===== config.mk =====
export PLATFORM = sky130hd
export DESIGN_NAME = i2c_slave_addr_boot_chain_ctrl
export DESIGN_NICKNAME = d
export VERILOG_FILES = /design/src/design/boot_chain_pkg.sv /design/src/design/pin_sync2.sv /design/src/design/target_addr_match.sv /design/src/design/i2c_slave_addr_boot_chain_ctrl.sv
export SDC_FILE = /design/constraint.sdc
export NUM_CORES = 1
export LEC_CHECK = 0
export ABC_AREA = 1
export BUFFER_PORTS_ARGS = -buffer_cell sky130_fd_sc_hd__clkbuf_2
export CORE_ASPECT_RATIO = 1.25
export CORE_MARGIN = 2
export CORE_UTILIZATION = 62
export CTS_BUF_LIST = sky130_fd_sc_hd__clkbuf_8
export CTS_CLUSTER_DIAMETER = 150
export DETAILED_ROUTE_END_ITERATION = 7
export GPL_ROUTABILITY_DRIVEN = 1
export PLACE_DENSITY = 0.87
export SYNTH_ARGS = -nofsm -noshare
export SYNTH_HDL_FRONTEND = slang
export SYNTH_SLANG_ARGS = --single-unit

===== constraint.sdc =====
create_clock -name clk -period 3.1 [get_ports clk]
set_clock_uncertainty 0.2 [all_clocks]
set_input_delay 0.62 -clock clk [delete_from_list [all_inputs] [get_ports clk]]
set_output_delay 0.62 -clock clk [all_outputs]
set_load 0.02 [all_outputs]

===== src/design/boot_chain_pkg.sv =====
// Constants and field layouts for the target address and boot chain block
package boot_chain_pkg;

    // ---------------------------------------------------------------
    // Register offsets
    // ---------------------------------------------------------------
    localparam logic [31:0] OFF_TARGET_ADDR = 32'h0001_D100;
    localparam logic [31:0] OFF_BOOT_CTRL = 32'h0001_D140;
    localparam logic [31:0] OFF_DIAG_PROGRESS = 32'h0001_D144;
    localparam logic [31:0] OFF_DIAG_CONFIG = 32'h0001_D148;

    // ---------------------------------------------------------------
    // Target address register, bit 0 of the word is the lsb
    // ---------------------------------------------------------------
    typedef struct packed {
        logic [1:0] rsv_a;
        logic alert_enable;
        logic target_respond_enable;
        logic [2:0] rsv_b;
        logic target_addr_low_unlock;
        logic [16:0] rsv_c;
        logic [6:0] own_target_address;
    } target_reg_s;

    localparam logic [6:0] TARGET_ADDR_RESET = 7'h30;
    localparam logic TARGET_EN_RESET = 1'b1;
    localparam int TARGET_UNLOCK_BIT = 24;

    // ---------------------------------------------------------------
    // Boot load control register
    // ---------------------------------------------------------------
    typedef struct packed {
        logic chain;
        logic offset_width_select;
        logic page_select_increment;
        logic boot_addr_low_unlock;
        logic [4:0] rsv;
        logic [6:0] boot_device_addr;
        logic [2:0] page_mode;
        logic [12:0] offset;
    } boot_ctrl_s;

    localparam int BOOT_UNLOCK_BIT = 28;
    localparam logic [6:0] BOOT_DEV_RESET = 7'h50;
    localparam logic [12:0] BOOT_OFFSET_RESET = 13'h0000;
    localparam logic [2:0] PAGE_MODE_RESET = 3'h0;
    localparam logic PAGE_SELECT_INCREMENT_RESET = 1'b1;

    // ---------------------------------------------------------------
    // Boot sequencer
    // ---------------------------------------------------------------
    typedef enum logic [5:0] {
        ST_STRAP = 6'b00_0001,
        ST_HEADER = 6'b00_0010,
        ST_ENT_ADDR = 6'b00_0100,
        ST_ENT_DATA = 6'b00_1000,
        ST_APPLY = 6'b01_0000,
        ST_DONE = 6'b10_0000
    } boot_state_e;

    localparam logic [1:0] STRAP_WAIT = 2'd3;
    localparam logic [12:0] WORD_STEP = 13'h0004;

endpackage : boot_chain_pkg


===== src/design/pin_sync2.sv =====
// Two flip-flop synchroniser for strap pins
`timescale 1ns/1ps
`default_nettype none

module pin_sync2 #(
    parameter int WIDTH = 2
) (
    input wire logic clk,
    input wire logic rstn,
    input wire logic [WIDTH-1:0] pin_in,
    output logic [WIDTH-1:0] pin_out
);

    logic [WIDTH-1:0] stage1;
    logic [WIDTH-1:0] next_stage1;
    logic [WIDTH-1:0] next_pin_out;

    always_comb
    begin
        next_stage1 = rstn ? pin_in : '0;
        next_pin_out = rstn ? stage1 : '0;
    end

    always_ff @(posedge clk)
    begin
        stage1 <= next_stage1;
        pin_out <= next_pin_out;
    end

endmodule // pin_sync2

`default_nettype wire


===== src/design/target_addr_match.sv =====
// Decides acknowledge for the address byte seen by the I2C target
`timescale 1ns/1ps
`default_nettype none

module target_addr_match (
    input wire logic [6:0] own_target_address,
    input wire logic target_respond_enable,
    input wire logic addr_byte_valid,
    input wire logic [7:0] addr_byte,
    output logic addr_ack,
    output logic general_call
);

    logic [6:0] seen;

    always_comb
    begin
        seen = addr_byte[7:1];
        // Address zero is start byte and general call, never ours
        general_call = addr_byte_valid && (seen == 7'h00); // RULE5
        addr_ack = addr_byte_valid
            && target_respond_enable // RULE1 RULE17
            && (own_target_address != 7'h00) // RULE5
            && !general_call // RULE6
            && (seen == own_target_address); // RULE1
    end

endmodule // target_addr_match

`default_nettype wire


===== src/design/i2c_slave_addr_boot_chain_ctrl.sv =====
// Target address register and boot chain loader with its control register
// Function
// (RULE1) Answer as target at own address only while respond enable is set.
// (RULE2) Capture two low target address bits from pins at power-up.
// (RULE3) Low target address bits ignore writes unless unlock written one.
// (RULE4) Target address resets to 0x30, low bits then taken from pins.
// (RULE5) Address zero is never a valid device address.
// (RULE6) General call is ignored and not acknowledged.
// (RULE7) Every reset starts a boot load steered by control reset values.
// (RULE8) Some boot control fields take power-up values from pins.
// (RULE9) EEPROM data may write boot control to redirect the load.
// (RULE10) After boot the control register is storage only.
// (RULE11) Chain only when chain bit written with remaining count zero.
// (RULE12) Other field writes store but do not alter sequence without chain.
// (RULE13) Chain bit is bit 00 (word msb), resets to zero.
// (RULE14) Boot control sits at offset 0x1D140 with its listed fields.
// (RULE15) Progress and configuration diagnostics expose the load.
// (RULE16) Writer sets unlock in the same write as new low bits.
// (RULE17) With respond enable clear, all addressed transactions are refused.
// (RULE18) Boot load reads EEPROM at current device and offset in order.
`timescale 1ns/1ps
`default_nettype none

module i2c_slave_addr_boot_chain_ctrl
    import boot_chain_pkg::*;
(
    input wire logic clk,
    input wire logic rstn,
    input wire logic [1:0] target_addr_pins,
    input wire logic [1:0] boot_addr_pins,
    input wire logic reg_wr,
    input wire logic reg_rd,
    input wire logic [31:0] reg_addr,
    input wire logic [31:0] reg_wdata,
    output logic [31:0] reg_rdata,
    output logic reg_ack,
    input wire logic addr_byte_valid,
    input wire logic [7:0] addr_byte,
    output logic addr_ack,
    output logic general_call,
    output logic eeprom_req,
    output logic [6:0] eeprom_dev,
    output logic [12:0] eeprom_offset,
    output logic eeprom_wide,
    input wire logic eeprom_ack,
    input wire logic eeprom_err,
    input wire logic [31:0] eeprom_data,
    output logic boot_wr_valid,
    output logic [31:0] boot_wr_addr,
    output logic [31:0] boot_wr_data,
    output logic boot_busy,
    output logic boot_error
);

    // ---------------------------------------------------------------
    // State
    // ---------------------------------------------------------------
    target_reg_s target_reg, next_target_reg;
    boot_ctrl_s boot_ctrl, next_boot_ctrl, wr_ctrl;
    boot_state_e state, next_state;
    logic [1:0] strap_cnt, next_strap_cnt, target_pins_s, boot_pins_s;
    logic [15:0] load_count, next_load_count, chains, next_chains;
    logic [6:0] cur_dev, next_cur_dev;
    logic [12:0] cur_off, next_cur_off;
    logic cur_wide, next_cur_wide, next_boot_error, next_boot_wr_valid;
    logic next_reg_ack, chain_now;
    logic [31:0] ent_addr, next_ent_addr, ent_data, next_ent_data;
    logic [31:0] next_boot_wr_addr, next_boot_wr_data, next_reg_rdata;
    // Write sources: index 0 software, index 1 boot engine
    logic [1:0] wr_en;
    logic [31:0] wr_addr [2], wr_data [2];

    // ---------------------------------------------------------------
    // Pin synchronisers, address decode and boot engine outputs
    // ---------------------------------------------------------------
    pin_sync2 #(.WIDTH(2)) u_sync_target (
        .clk(clk),
        .rstn(rstn),
        .pin_in(target_addr_pins),
        .pin_out(target_pins_s)
    );

    pin_sync2 #(.WIDTH(2)) u_sync_boot (
        .clk(clk),
        .rstn(rstn),
        .pin_in(boot_addr_pins),
        .pin_out(boot_pins_s)
    );

    target_addr_match u_match (
        .own_target_address(target_reg.own_target_address),
        .target_respond_enable(target_reg.target_respond_enable),
        .addr_byte_valid(addr_byte_valid),
        .addr_byte(addr_byte),
        .addr_ack(addr_ack),
        .general_call(general_call)
    );

    always_comb
    begin
        // Sequential reads from the current device and offset
        eeprom_req = (state == ST_HEADER) || (state == ST_ENT_ADDR)
            || (state == ST_ENT_DATA); // RULE18
        eeprom_dev = cur_dev;
        eeprom_offset = cur_off;
        eeprom_wide = cur_wide;
        boot_busy = (state != ST_DONE);
    end

    // ---------------------------------------------------------------
    // Next state of registers and sequencer
    // ---------------------------------------------------------------
    always_comb
    begin
        next_target_reg = target_reg;
        next_boot_ctrl = boot_ctrl;
        next_state = state;
        next_strap_cnt = strap_cnt;
        next_load_count = load_count;
        next_cur_dev = cur_dev;
        next_cur_off = cur_off;
        next_cur_wide = cur_wide;
        next_ent_addr = ent_addr;
        next_ent_data = ent_data;
        next_boot_error = boot_error;
        next_boot_wr_valid = 1'b0;
        next_boot_wr_addr = boot_wr_addr;
        next_boot_wr_data = boot_wr_data;
        next_chains = chains;
        chain_now = 1'b0;
        wr_ctrl = boot_ctrl;

        wr_en[0] = reg_wr;
        wr_addr[0] = reg_addr;
        wr_data[0] = reg_wdata;
        wr_en[1] = (state == ST_APPLY); // RULE9
        wr_addr[1] = ent_addr;
        wr_data[1] = ent_data;

        // Boot engine write is applied last so it wins a collision
        for (int s = 0; s < 2; s++)
        begin
            if (wr_en[s] && wr_addr[s] == OFF_TARGET_ADDR)
            begin
                next_target_reg.alert_enable = wr_data[s][29];
                next_target_reg.target_respond_enable = wr_data[s][28];
                next_target_reg.target_addr_low_unlock =
                    wr_data[s][TARGET_UNLOCK_BIT];
                next_target_reg.own_target_address[6:2] = wr_data[s][6:2];
                if (wr_data[s][TARGET_UNLOCK_BIT]) // RULE3 RULE16
                begin
                    next_target_reg.own_target_address[1:0] =
                        wr_data[s][1:0];
                end
            end
            if (wr_en[s] && wr_addr[s] == OFF_BOOT_CTRL) // RULE14
            begin
                wr_ctrl = boot_ctrl_s'(wr_data[s]);
                next_boot_ctrl.chain = wr_ctrl.chain; // RULE13
                next_boot_ctrl.offset_width_select =
                    wr_ctrl.offset_width_select;
                next_boot_ctrl.page_select_increment =
                    wr_ctrl.page_select_increment;
                next_boot_ctrl.boot_addr_low_unlock =
                    wr_ctrl.boot_addr_low_unlock;
                next_boot_ctrl.boot_device_addr[6:2] =
                    wr_ctrl.boot_device_addr[6:2];
                if (wr_data[s][BOOT_UNLOCK_BIT])
                begin
                    next_boot_ctrl.boot_device_addr[1:0] =
                        wr_ctrl.boot_device_addr[1:0];
                end
                next_boot_ctrl.page_mode = wr_ctrl.page_mode;
                next_boot_ctrl.offset = wr_ctrl.offset; // RULE12
            end
        end

        case (state)
            ST_STRAP:
            begin
                next_strap_cnt = strap_cnt + 2'd1;
                if (strap_cnt == STRAP_WAIT)
                begin
                    // Pins have passed the synchroniser by now
                    next_target_reg.own_target_address[1:0] =
                        target_pins_s; // RULE2 RULE4
                    next_boot_ctrl.boot_device_addr[1:0] =
                        boot_pins_s; // RULE8
                    // First load follows the reset contents
                    next_cur_dev = {boot_ctrl.boot_device_addr[6:2],
                        boot_pins_s}; // RULE7
                    next_cur_off = boot_ctrl.offset;
                    next_cur_wide = boot_ctrl.offset_width_select;
                    next_state = ST_HEADER;
                end
            end
            ST_HEADER, ST_ENT_ADDR, ST_ENT_DATA:
            begin
                if (eeprom_ack && eeprom_err)
                begin
                    next_boot_error = 1'b1;
                    next_state = ST_DONE;
                end
                else if (eeprom_ack)
                begin
                    next_cur_off = cur_off + WORD_STEP; // RULE18
                    if (state == ST_HEADER)
                    begin
                        next_load_count = eeprom_data[15:0];
                        next_state = (eeprom_data[15:0] == 16'h0000)
                            ? ST_DONE : ST_ENT_ADDR;
                    end
                    else if (state == ST_ENT_ADDR)
                    begin
                        next_ent_addr = eeprom_data;
                        next_state = ST_ENT_DATA;
                    end
                    else
                    begin
                        next_ent_data = eeprom_data;
                        next_state = ST_APPLY;
                    end
                end
            end
            ST_APPLY:
            begin
                next_load_count = load_count - 16'h0001;
                if (ent_addr == OFF_BOOT_CTRL)
                begin
                    // Chain only from the last entry of this device
                    chain_now = wr_ctrl.chain
                        && (load_count == 16'h0001); // RULE11
                end
                else if (ent_addr != OFF_TARGET_ADDR)
                begin
                    next_boot_wr_valid = 1'b1;
                    next_boot_wr_addr = ent_addr;
                    next_boot_wr_data = ent_data;
                end
                if (chain_now)
                begin
                    next_cur_dev = next_boot_ctrl.boot_device_addr; // RULE9
                    next_cur_off = next_boot_ctrl.offset;
                    next_cur_wide = next_boot_ctrl.offset_width_select;
                    next_chains = chains + 16'h0001;
                    next_state = ST_HEADER;
                end
                else if (load_count == 16'h0001)
                begin
                    next_state = ST_DONE;
                end
                else
                begin
                    next_state = ST_ENT_ADDR;
                end
            end
            ST_DONE:
            begin
                // Register is storage only from here on
                next_state = ST_DONE; // RULE10
            end
            default:
            begin
                next_state = ST_DONE;
            end
        endcase

        next_reg_ack = reg_wr || reg_rd;
        next_reg_rdata = 32'h0000_0000;
        if (reg_rd)
        begin
            case (reg_addr)
                OFF_TARGET_ADDR: next_reg_rdata = target_reg;
                OFF_BOOT_CTRL: next_reg_rdata = boot_ctrl;
                OFF_DIAG_PROGRESS: next_reg_rdata =
                    {state, boot_error, boot_busy, 8'h00, load_count}; // RULE15
                OFF_DIAG_CONFIG: next_reg_rdata =
                    {chains[10:0], cur_wide, cur_dev, cur_off}; // RULE15
                default: next_reg_rdata = 32'h0000_0000;
            endcase
        end

        if (!rstn)
        begin
            next_target_reg = '0;
            next_target_reg.own_target_address = TARGET_ADDR_RESET; // RULE4
            next_target_reg.target_respond_enable = TARGET_EN_RESET;
            next_boot_ctrl = '0; // RULE13
            next_boot_ctrl.page_select_increment = PAGE_SELECT_INCREMENT_RESET;
            next_boot_ctrl.boot_device_addr = BOOT_DEV_RESET;
            next_boot_ctrl.page_mode = PAGE_MODE_RESET;
            next_boot_ctrl.offset = BOOT_OFFSET_RESET;
            next_state = ST_STRAP; // RULE7
            next_strap_cnt = 2'd0;
            next_load_count = 16'h0000;
            next_cur_dev = 7'h00;
            next_cur_off = 13'h0000;
            next_cur_wide = 1'b0;
            next_ent_addr = 32'h0000_0000;
            next_ent_data = 32'h0000_0000;
            next_boot_error = 1'b0;
            next_boot_wr_valid = 1'b0;
            next_boot_wr_addr = 32'h0000_0000;
            next_boot_wr_data = 32'h0000_0000;
            next_chains = 16'h0000;
            next_reg_ack = 1'b0;
            next_reg_rdata = 32'h0000_0000;
        end
    end

    // ---------------------------------------------------------------
    // Registers
    // ---------------------------------------------------------------
    always_ff @(posedge clk)
    begin
        target_reg <= next_target_reg;
        boot_ctrl <= next_boot_ctrl;
        state <= next_state;
        strap_cnt <= next_strap_cnt;
        load_count <= next_load_count;
        cur_dev <= next_cur_dev;
        cur_off <= next_cur_off;
        cur_wide <= next_cur_wide;
        ent_addr <= next_ent_addr;
        ent_data <= next_ent_data;
        boot_error <= next_boot_error;
        boot_wr_valid <= next_boot_wr_valid;
        boot_wr_addr <= next_boot_wr_addr;
        boot_wr_data <= next_boot_wr_data;
        chains <= next_chains;
        reg_ack <= next_reg_ack;
        reg_rdata <= next_reg_rdata;
    end

endmodule // i2c_slave_addr_boot_chain_ctrl

`default_nettype wire


# Yosys cells after proc, flatten, opt, wreduce, memory -nomap -nowiden
# Cells that the tools add are included.
# word_totals
ff_bits	269
input_bits	115
output_inout_bits	124
elab_cells	146
# classes
n_addsub	4
n_eq_ne	22
mux	48
bitwise_logic	6
reduce_logical	35
# ops
op	n
$eq A32 B17 Y1 const B	6
$pmux W32 S4	1
$mux W32	2
$mux W13	4
$mux W16	3
$mux W23	2
$mux W6	7
$pmux W13 S3	1
$ne A32 B17 Y1 const B	1
$pmux W16 S2	1
$mux W7	4
$mux W2	10
$pmux W6 S3	1
$add A16 B1 Y16 const B	1
$eq A16 B1 Y1 const B	1
$logic_not A16 Y1	1
$sub A16 B1 Y16 const B	1
$reduce_and A5 Y1	3
$pmux W7 S2	1
$add A13 B3 Y13 const B	1
$logic_and A1 B1 Y1	11
$mux W4	2
$ne A2 B2 Y1 const B	4
$reduce_and A2 Y1	4
24 further kinds	42

# Longest topological paths before layout
# Gate-level depths: netlist (run 1).
# depth
depth_word	9
mapped_depth	16
ltp_nobuf	15

# Cells and area by module
# Synthesis (run 1) repeated with hierarchy kept, for this count alone.
# unflattened
hier_cells	1809
hier_area_um2	12195.4
# modules_own_cells
mod	instances	cells_each	area_each_um2	seq_area_each_um2
i2c_slave_addr_boot_chain_ctrl	1	1742	11791.3	5124.9
pin_sync2	2	12	110.1	80.1
target_addr_match	1	43	183.9	0.0

# Least setup slack after synthesis (run 1)
# No wires, ideal clock.
# synth_path
path_kind	input -> output
from	input addr_byte[6]
to	output addr_ack
arrival_ns	1.793
t_required_ns	2.280
slack_ns	0.487
cell_stages	4
cell_sequence	inv_1 -> nand2_1 -> nor4_1 -> nor4_1
# synth_via
elab_chain_cells	5
elab_cells_between_ends	6
# synth_lines
element	line_no	source
start, declared	i2c_slave_addr_boot_chain_ctrl.sv:38	input wire logic [7:0] addr_byte,
$logic_not A7 Y1	target_addr_match.sv:20	general_call = addr_byte_valid && (seen == 7'h00);
$logic_and A1 B1 Y1	target_addr_match.sv:20	
net general_call	i2c_slave_addr_boot_chain_ctrl.sv:40	output logic general_call,
$logic_not A1 Y1	target_addr_match.sv:24	&& !general_call
$logic_and A1 B1 Y1	target_addr_match.sv:24	
$logic_and A1 B1 Y1	target_addr_match.sv:25	&& (seen == own_target_address);
end, declared	i2c_slave_addr_boot_chain_ctrl.sv:39	output logic addr_ack,
# The timed path passes the listed nets, and every way through them passes these cells.

# Final worst setup path (run 1)
# layout_path
from	register ent_addr[23]
to	register cur_dev[3], in the netlist eeprom_dev[3]
# layout_via
elab_chain_cells	8
elab_cells_between_ends	11
# layout_lines
element	line_no	source
start, declared	i2c_slave_addr_boot_chain_ctrl.sv:67	logic [31:0] ent_addr, next_ent_addr, ent_data, next_ent_data;
start signal, assigned	i2c_slave_addr_boot_chain_ctrl.sv:324	ent_addr <= next_ent_addr;
$eq A32 B17 Y1 (*)	i2c_slave_addr_boot_chain_ctrl.sv:156, i2c_slave_addr_boot_chain_ctrl.sv:228	
$logic_and A1 B1 Y1	i2c_slave_addr_boot_chain_ctrl.sv:156	if (wr_en[s] && wr_addr[s] == OFF_BOOT_CTRL)
$mux W32	i2c_slave_addr_boot_chain_ctrl.sv:156	
$logic_and A1 B1 Y1	i2c_slave_addr_boot_chain_ctrl.sv:232	&& (load_count == 16'h0001);
$mux W1	i2c_slave_addr_boot_chain_ctrl.sv:228	if (ent_addr == OFF_BOOT_CTRL)
$mux W1	i2c_slave_addr_boot_chain_ctrl.sv:178	case (state)
$ne A2 B1 Y1 (no line)	n/a	
$reduce_and A3 Y1 (no line)	n/a	
end signal, assigned	i2c_slave_addr_boot_chain_ctrl.sv:321	cur_dev <= next_cur_dev;
end, declared	i2c_slave_addr_boot_chain_ctrl.sv:63	logic [6:0] cur_dev, next_cur_dev;
# Mark *: on every way between the ends. The rest lies on a longest branch, timed or not. The select of a mux whose other input is x is not followed.
# A chain may end at the register's enable or synchronous reset.

==> results of run 1 <==
==> power groups by stage <==
stage | clock network (W) | logic [W] | registers (W)
2_1_floorplan | 0 | 0.00120 | 0.00402
3_3_place_gp | 0 | 0.00183 | 0.00393
3_5_place_dp | 0 | 0.00187 | 0.00394
4_1_cts | 0.00312 | 0.00188 | 0.00386
5_1_grt | 0.00329 | 0.00210 | 0.00390
6_report | 0.00310 | 0.00191 | 0.00387
==> area by class of cell <==
cell class              count  share of cell area
flip-flops and latches    264               0.363
repair buffers            262              0.0979
well taps                 265              0.0228
clock buffers              56              0.0530
multi-input cells        1143               0.382
clock inverters            18             0.00800
inverters                 284              0.0734
==> worst max-delay path: stages, from the launching register on <==
cell	delay, ps
sky130_fd_sc_hd__dfxtp_1	370
sky130_fd_sc_hd__inv_1	110
sky130_fd_sc_hd__nand2_1	60
sky130_fd_sc_hd__nor2_1	90
sky130_fd_sc_hd__nand2_1	70
sky130_fd_sc_hd__nor2_1	390
sky130_fd_sc_hd__nand3_4	240
sky130_fd_sc_hd__clkinv_2	210
sky130_fd_sc_hd__nand2_2	100
sky130_fd_sc_hd__nand3_4	140
sky130_fd_sc_hd__nand2_4	80
sky130_fd_sc_hd__nand2_8	180
sky130_fd_sc_hd__nand2_4	170
sky130_fd_sc_hd__nor2_1	150
sky130_fd_sc_hd__nor2_1	70
==> stage by stage <==
stage | instance area (µm²) | util | hold WS, ps | total power [W] | worst slack [ps]
finish | 14500 | 0.750 | 65.9 | 0.00888 | 339
floorplan | 12300 | - | 190 | 0.00521 | 487
global route | 14500 | 0.750 | 69.2 | 0.00929 | 203
global placement | 13700 | 0.704 | 202 | 0.00577 | 436
CTS | 14500 | 0.750 | 47.1 | 0.00887 | 354
detailed placement | 13700 | 0.704 | 204 | 0.00581 | 364
==> per-layer routing <==
layer | up-vias | track usage | wire length (µm)
met4 | 0 | 0.169 | 1770
li1 | 6192 | - | -
met2 | 639 | 0.615 | 18600
met5 | - | 0 | 0
met3 | 118 | 0.0841 | 3620
met1 | 5850 | 0.447 | 15000
==> cells by family (layout without fill, tap and decap cells) <==
group / count (synthesis) / after routing / share of synthesized area
and+or+nand+nor: 685 / 685 / 0.243
AOI/OAI and AO/OA: 439 / 439 / 0.194
buffers and inverters: 370 / 620 / 0.117
DFF: 264 / 264 / 0.431
xor gates and xnor gates: 14 / 14 / 0.0100
adders and majority gates: 5 / 5 / 0.00510
==> cell usage in the layout, fill, tap and decap left out, types with 6 or more instances in the layout <==
cell type,netlist,layout
sky130_fd_sc_hd__a221oi_1,8,8
sky130_fd_sc_hd__buf_4,2,27
sky130_fd_sc_hd__nor3_1,22,22
sky130_fd_sc_hd__xor2_1,13,13
sky130_fd_sc_hd__clkinv_2,1,7
sky130_fd_sc_hd__inv_1,281,289
sky130_fd_sc_hd__o211ai_1,14,14
sky130_fd_sc_hd__dfxtp_1,264,264
sky130_fd_sc_hd__o21ai_0,183,183
sky130_fd_sc_hd__nor2_1,171,171
sky130_fd_sc_hd__clkbuf_8,0,56
sky130_fd_sc_hd__nor4_1,11,11
sky130_fd_sc_hd__o22ai_1,11,11
sky130_fd_sc_hd__nand3_1,96,95
sky130_fd_sc_hd__a31oi_1,14,14
sky130_fd_sc_hd__clkbuf_2,0,232
sky130_fd_sc_hd__nor2_2,6,6
sky130_fd_sc_hd__nand2_1,337,337
sky130_fd_sc_hd__nand4_1,17,17
sky130_fd_sc_hd__a21oi_1,181,181
==> path summary, 6_finish.rpt <==
path,start,end,cells past startpoint
worst min-delay path,boot_addr_pins[1],u_sync_boot.stage1[1],3
worst min register to register,u_sync_target.stage1[0],u_sync_target.pin_out[0],2
worst max register to register,ent_addr[23],eeprom_dev[3],14
worst max-delay path,ent_addr[23],eeprom_dev[3],14
==> implementation parameters, run 1 <==
Parameter                              Value

Drt
  Via-per-instance ratio ... 5.58
  Post-Route WL ... 39,000 µm
  Routed len/inst ... 17.0 µm
  DRT antenna net count ... 0
  Via count of the routed design ... 12,800
  Number of detailed-route iterations in the first pass ... 8
  Drt drc ... 0
  Count of routing violations after the opening detailed-route iteration ... 1,236

Finish
  Area taken by multi-input logic gates ... 5550 µm²
  Fin cells ... 2,292
  Nets@finish ... 2,116
  Diodes inserted ... 0
  Combined flip-flop and latch cell area ... 5290 µm²
  Fill cells ... 1,579
  Area grow syn2layout ... 18.7%
  Layout cell share with drive strength beyond 1 ... 0.178

Logic synthesis
  Sequential area share after synthesis ... 0.431
  Most frequent cell after synthesis ... sky130_fd_sc_hd__nand2_1
  Leading post-synthesis cells by cell area ... sky130_fd_sc_hd__dfxtp_1 43%, sky130_fd_sc_hd__nand2_1 10%, sky130_fd_sc_hd__inv_1 8.6%
  Cells after synthesis ... 1,777
  Post-synth ARST share ... 0
  Number of different library cells in the post-synthesis netlist ... 49
  Post-synthesis sequential element count ... 264
  Yosys Warn Count ... 0
  Largest area contributor in the synthesized netlist ... sky130_fd_sc_hd__dfxtp_1
  Post-synth net total ... 1,897
  Average size of a mapped cell ... 6.90 µm²
  Most used DFF post-synth ... sky130_fd_sc_hd__dfxtp_1
  EDFF count, synth ... 0
  Fraction of post-synthesis cell area in the top cell type by area ... 0.431
  Most numerous cell types in the synthesized netlist ... 337 x sky130_fd_sc_hd__nand2_1, 281 x sky130_fd_sc_hd__inv_1, 264 x sky130_fd_sc_hd__dfxtp_1
  Post-synth design cell area ... 12,300 µm²

Power and ir drop
  Worst vdd ir ... 0.406 mV
  Leak ... 6.56 nW
  Internal portion of total power ... 0.00596 W
  Clock Power Share ... 0.349
  Net Switching ... 0.00292 W
  Combinational power share ... 0.215
  Sequential share of power ... 0.436
  Power per cell area ... 610 nW/µm²
  Switching part of the total power ... 0.329

Floorplan
  Width of the chip ... 130 µm
  Die Area ... 20,900 µm²
  Ports placed on the boundary ... 239
  Area inside the core boundary ... 19,400 µm²
  Starting Density ... 0.632
  Standard-cell row count ... 57
  Height of the chip ... 161 µm

STA
  Max_slew headroom ... 0.384
  Setup violations, final ... 0
  Transition time of the tightest slew-check pin ... 924 ps
  Aggregate negative setup slack ... 0 ps
  Max frequency ... 362 MHz
  RSZ-0062 raised after global routing ... no
  Final worst-path cycle share ... 0.891
  Number of endpoints with negative hold slack in the final report ... 0
  Fin crit period ... 2760 ps
  Max-slew violation count ... 0

Place
  Final weighted congestion of routability-driven global placement ... 0.976
  Placed Cells ... 2,218
  Port Buffers ... 233
  Dpl hpwl ... 28,900 µm

Job
  Max-cap check violation count ... 0

Clock network
  Clock latency on the worst-skew pair ... 550 ps
  Reg clk slew, reported paths ... 60 ps
  TritonCTS clock tree ... built
  Number of buffers inserted for hold repair after clock tree synthesis ... 0
  Post-CTS repair timing setup buffer count ... 0
  Resized cells post-CTS ... 0
  Clock buffer count from CTS ... 41
  Maximum clock insertion buffer count ... 3
  Clock tree sinks ... 264
  Clock Root Buffer ... sky130_fd_sc_hd__clkbuf_8
  Number of H-tree branching levels ... 2

Critical path
  Critical path launch point type ... flip-flop
  Setup slack, reg-to-reg ... 340 ps
  Data arrival at the endpoint of the critical path ... 3000 ps
  Crit Path Category ... reg2reg
  Crit end category ... flip-flop
  Worst Path Max Fanout ... 27
  Required time at the endpoint of the critical path ... 3340 ps

Global routing
  Maximum number of pins on one net before global-route repair ... 88
  Combined global-route utilization of all metal layers ... 0.368
  Number of global-route vias before repair ... 11,900
  Wire length of the first global-routing pass ... 60,700 µm
  Initial antenna violation count ... 0
  Total gr overflow ... 0

Status
  Result of the run ... finished, final reports clean

Hold path
  Type of the most critical hold path ... in2reg
(Power assumes the default switching activity.)
==> run 2: changes to the inputs <==
==> constraint.sdc (replaced) <==
create_clock -name clk -period 3.1 [get_ports clk]
set_clock_uncertainty 0.2 [all_clocks]
set_input_delay 0.155 -clock clk [delete_from_list [all_inputs] [get_ports clk]]
set_output_delay 0.155 -clock clk [all_outputs]
set_load 0.02 [all_outputs]
==> implementation parameters, run 2 (synthesis results as in run 1) <==
Parameter                              Value

Floorplan
  Die Area ... 20,900 µm²
  Width of the chip ... 130 µm
  Area inside the core boundary ... 19,400 µm²
  Starting Density ... 0.632
  Ports placed on the boundary ... 239
  Standard-cell row count ... 57
  Height of the chip ... 161 µm

Critical path
  Crit end category ... flip-flop
  Worst Path Max Fanout ... 26
  Crit Path Category ... in2reg
  Required time at the endpoint of the critical path ... 3300 ps
  R2R cell count ... 10
  Critical path launch point type ... primary input
  Data arrival at the endpoint of the critical path ... 3200 ps

Place
  Worst setup slack after placement ... 349 ps
  Dpl hpwl ... 28,400 µm
  Port Buffers ... 233
  Final weighted congestion of routability-driven global placement ... 0.989

Clock network
  Clock latency on the worst-skew pair ... 560 ps
  Reg clk slew, reported paths ... 70 ps
  Number of H-tree branching levels ... 2
  TritonCTS clock tree ... built
  Clock tree sinks ... 264
  Clock buffer count from CTS ... 42
  Post-CTS repair timing setup buffer count ... 0
  Clock Root Buffer ... sky130_fd_sc_hd__clkbuf_8
  Maximum clock insertion buffer count ... 3

Finish
  Most common cell after layout, fill and taps aside ... sky130_fd_sc_hd__nand2_1
  Fill cells ... 1,462
  Layout cell share with drive strength beyond 1 ... 0.168
  Area grow syn2layout ... 23.7%
  Nets@finish ... 2,179
  Most frequent cells in the layout ... 337 x sky130_fd_sc_hd__nand2_1, 289 x sky130_fd_sc_hd__inv_1, 264 x sky130_fd_sc_hd__dfxtp_1
  Diodes inserted ... 0

Power and ir drop
  Leak ... 6.80 nW
  Power per cell area ... 594 nW/µm²
  Worst vdd ir ... 0.487 mV

Drt
  Count of routing violations after the opening detailed-route iteration ... 1,286
  Routed len/inst ... 18.1 µm
  Drt drc ... 0
  Post-Route WL ... 42,700 µm
  Via count of the routed design ... 13,400
  DRT antenna net count ... 0
  Via-per-instance ratio ... 5.71
  Number of detailed-route iterations in the first pass ... 6

STA
  Max_slew headroom ... 0.321
  Final setup slack of the worst path ... 105 ps
  Final worst-path cycle share ... 0.966
  RSZ-0062 raised after global routing ... no
  Setup violations, final ... 0
  Max frequency ... 334 MHz
  Aggregate negative setup slack ... 0 ps
  Number of endpoints with negative hold slack in the final report ... 0
  Fin crit period ... 3000 ps
  Max-slew violation count ... 0
  Transition time of the tightest slew-check pin ... 1020 ps

Global routing
  Wire length of the first global-routing pass ... 65,700 µm
  Number of global-route vias before repair ... 12,800
  Total gr overflow ... 0
  Combined global-route utilization of all metal layers ... 0.400
  Initial antenna violation count ... 0
  Maximum number of pins on one net before global-route repair ... 154

Hold path
  Hold Path Cell Cnt ... 8
  Type of the most critical hold path ... in2reg

Status
  Result of the run ... finished, final reports clean

Job
  Max-cap check violation count ... 0
==> run 2: metal layers <==
layer	part of all wire	global-route usage
met5	0	0
met4	0.066	0.229
met3	0.091	0.0739
met2	0.48	0.679
met1	0.37	0.468
==> run 2: critical path, cell delays in order <==
cell	delay [ps]
sky130_fd_sc_hd__dlygate4sd3_1	540
sky130_fd_sc_hd__clkbuf_2	150
sky130_fd_sc_hd__nand2_1	50
sky130_fd_sc_hd__dlygate4sd3_1	550
sky130_fd_sc_hd__inv_1	90
sky130_fd_sc_hd__nor2_1	50
sky130_fd_sc_hd__nand2_1	680
sky130_fd_sc_hd__inv_1	500
sky130_fd_sc_hd__nor2_1	270
sky130_fd_sc_hd__nor2_1	140
==> run 2: path summary, 6_finish.rpt <==
check                   startpoint                endpoint  slack, ps
max                     eeprom_err            ent_data[27]        100
min                    reg_addr[7]          target_reg[29]         50
max reg2reg               state[2]           target_reg[0]        160
min reg2reg  u_sync_boot.stage1[0]  u_sync_boot.pin_out[0]        210
==> run 2: repair_timing <==
| action | in CTS | in global routing |
|---|---|---|
| hold endpoints to repair | 167 | 0 |
| resized for setup | 0 | 1 |
| hold buffers | 70 | 0 |
| setup endpoints to repair | 0 | 1 |
==> run 2: metrics by stage <==
stage	hold slack, ps	power [W]	instance area (µm²)	std cells	utilization
after floorplan	52.6	0.00521	12300	1777	-
after global placement	153	0.00576	13600	2210	0.700
after detailed placement	148	0.00580	13600	2210	0.700
after CTS	24.4	0.00893	15200	2353	0.781
after global routing	100	0.00939	15200	2353	0.782
final	51.2	0.00901	15200	2353	0.782
==> run 2: report_power, final <==
group | switching (W) | internal, W
sequential | 0.000262 | 0.00361
combinational | 0.00129 | 0.000704
clock | 0.00145 | 0.00169
total | 0.00301 | 0.00600
==> run 2: area by class of cell <==
| type | count | area (µm²) | area share |
|---|---|---|---|
| clock buffers | 52 | 716 | 0.0472 |
| repair buffers | 324 | 2060 | 0.136 |
| clock inverters | 21 | 154 | 0.0102 |
| multi-input cells | 1143 | 5550 | 0.366 |
| inverters | 284 | 1070 | 0.0704 |
| well taps | 265 | 332 | 0.0219 |
| flip-flops and latches | 264 | 5290 | 0.349 |
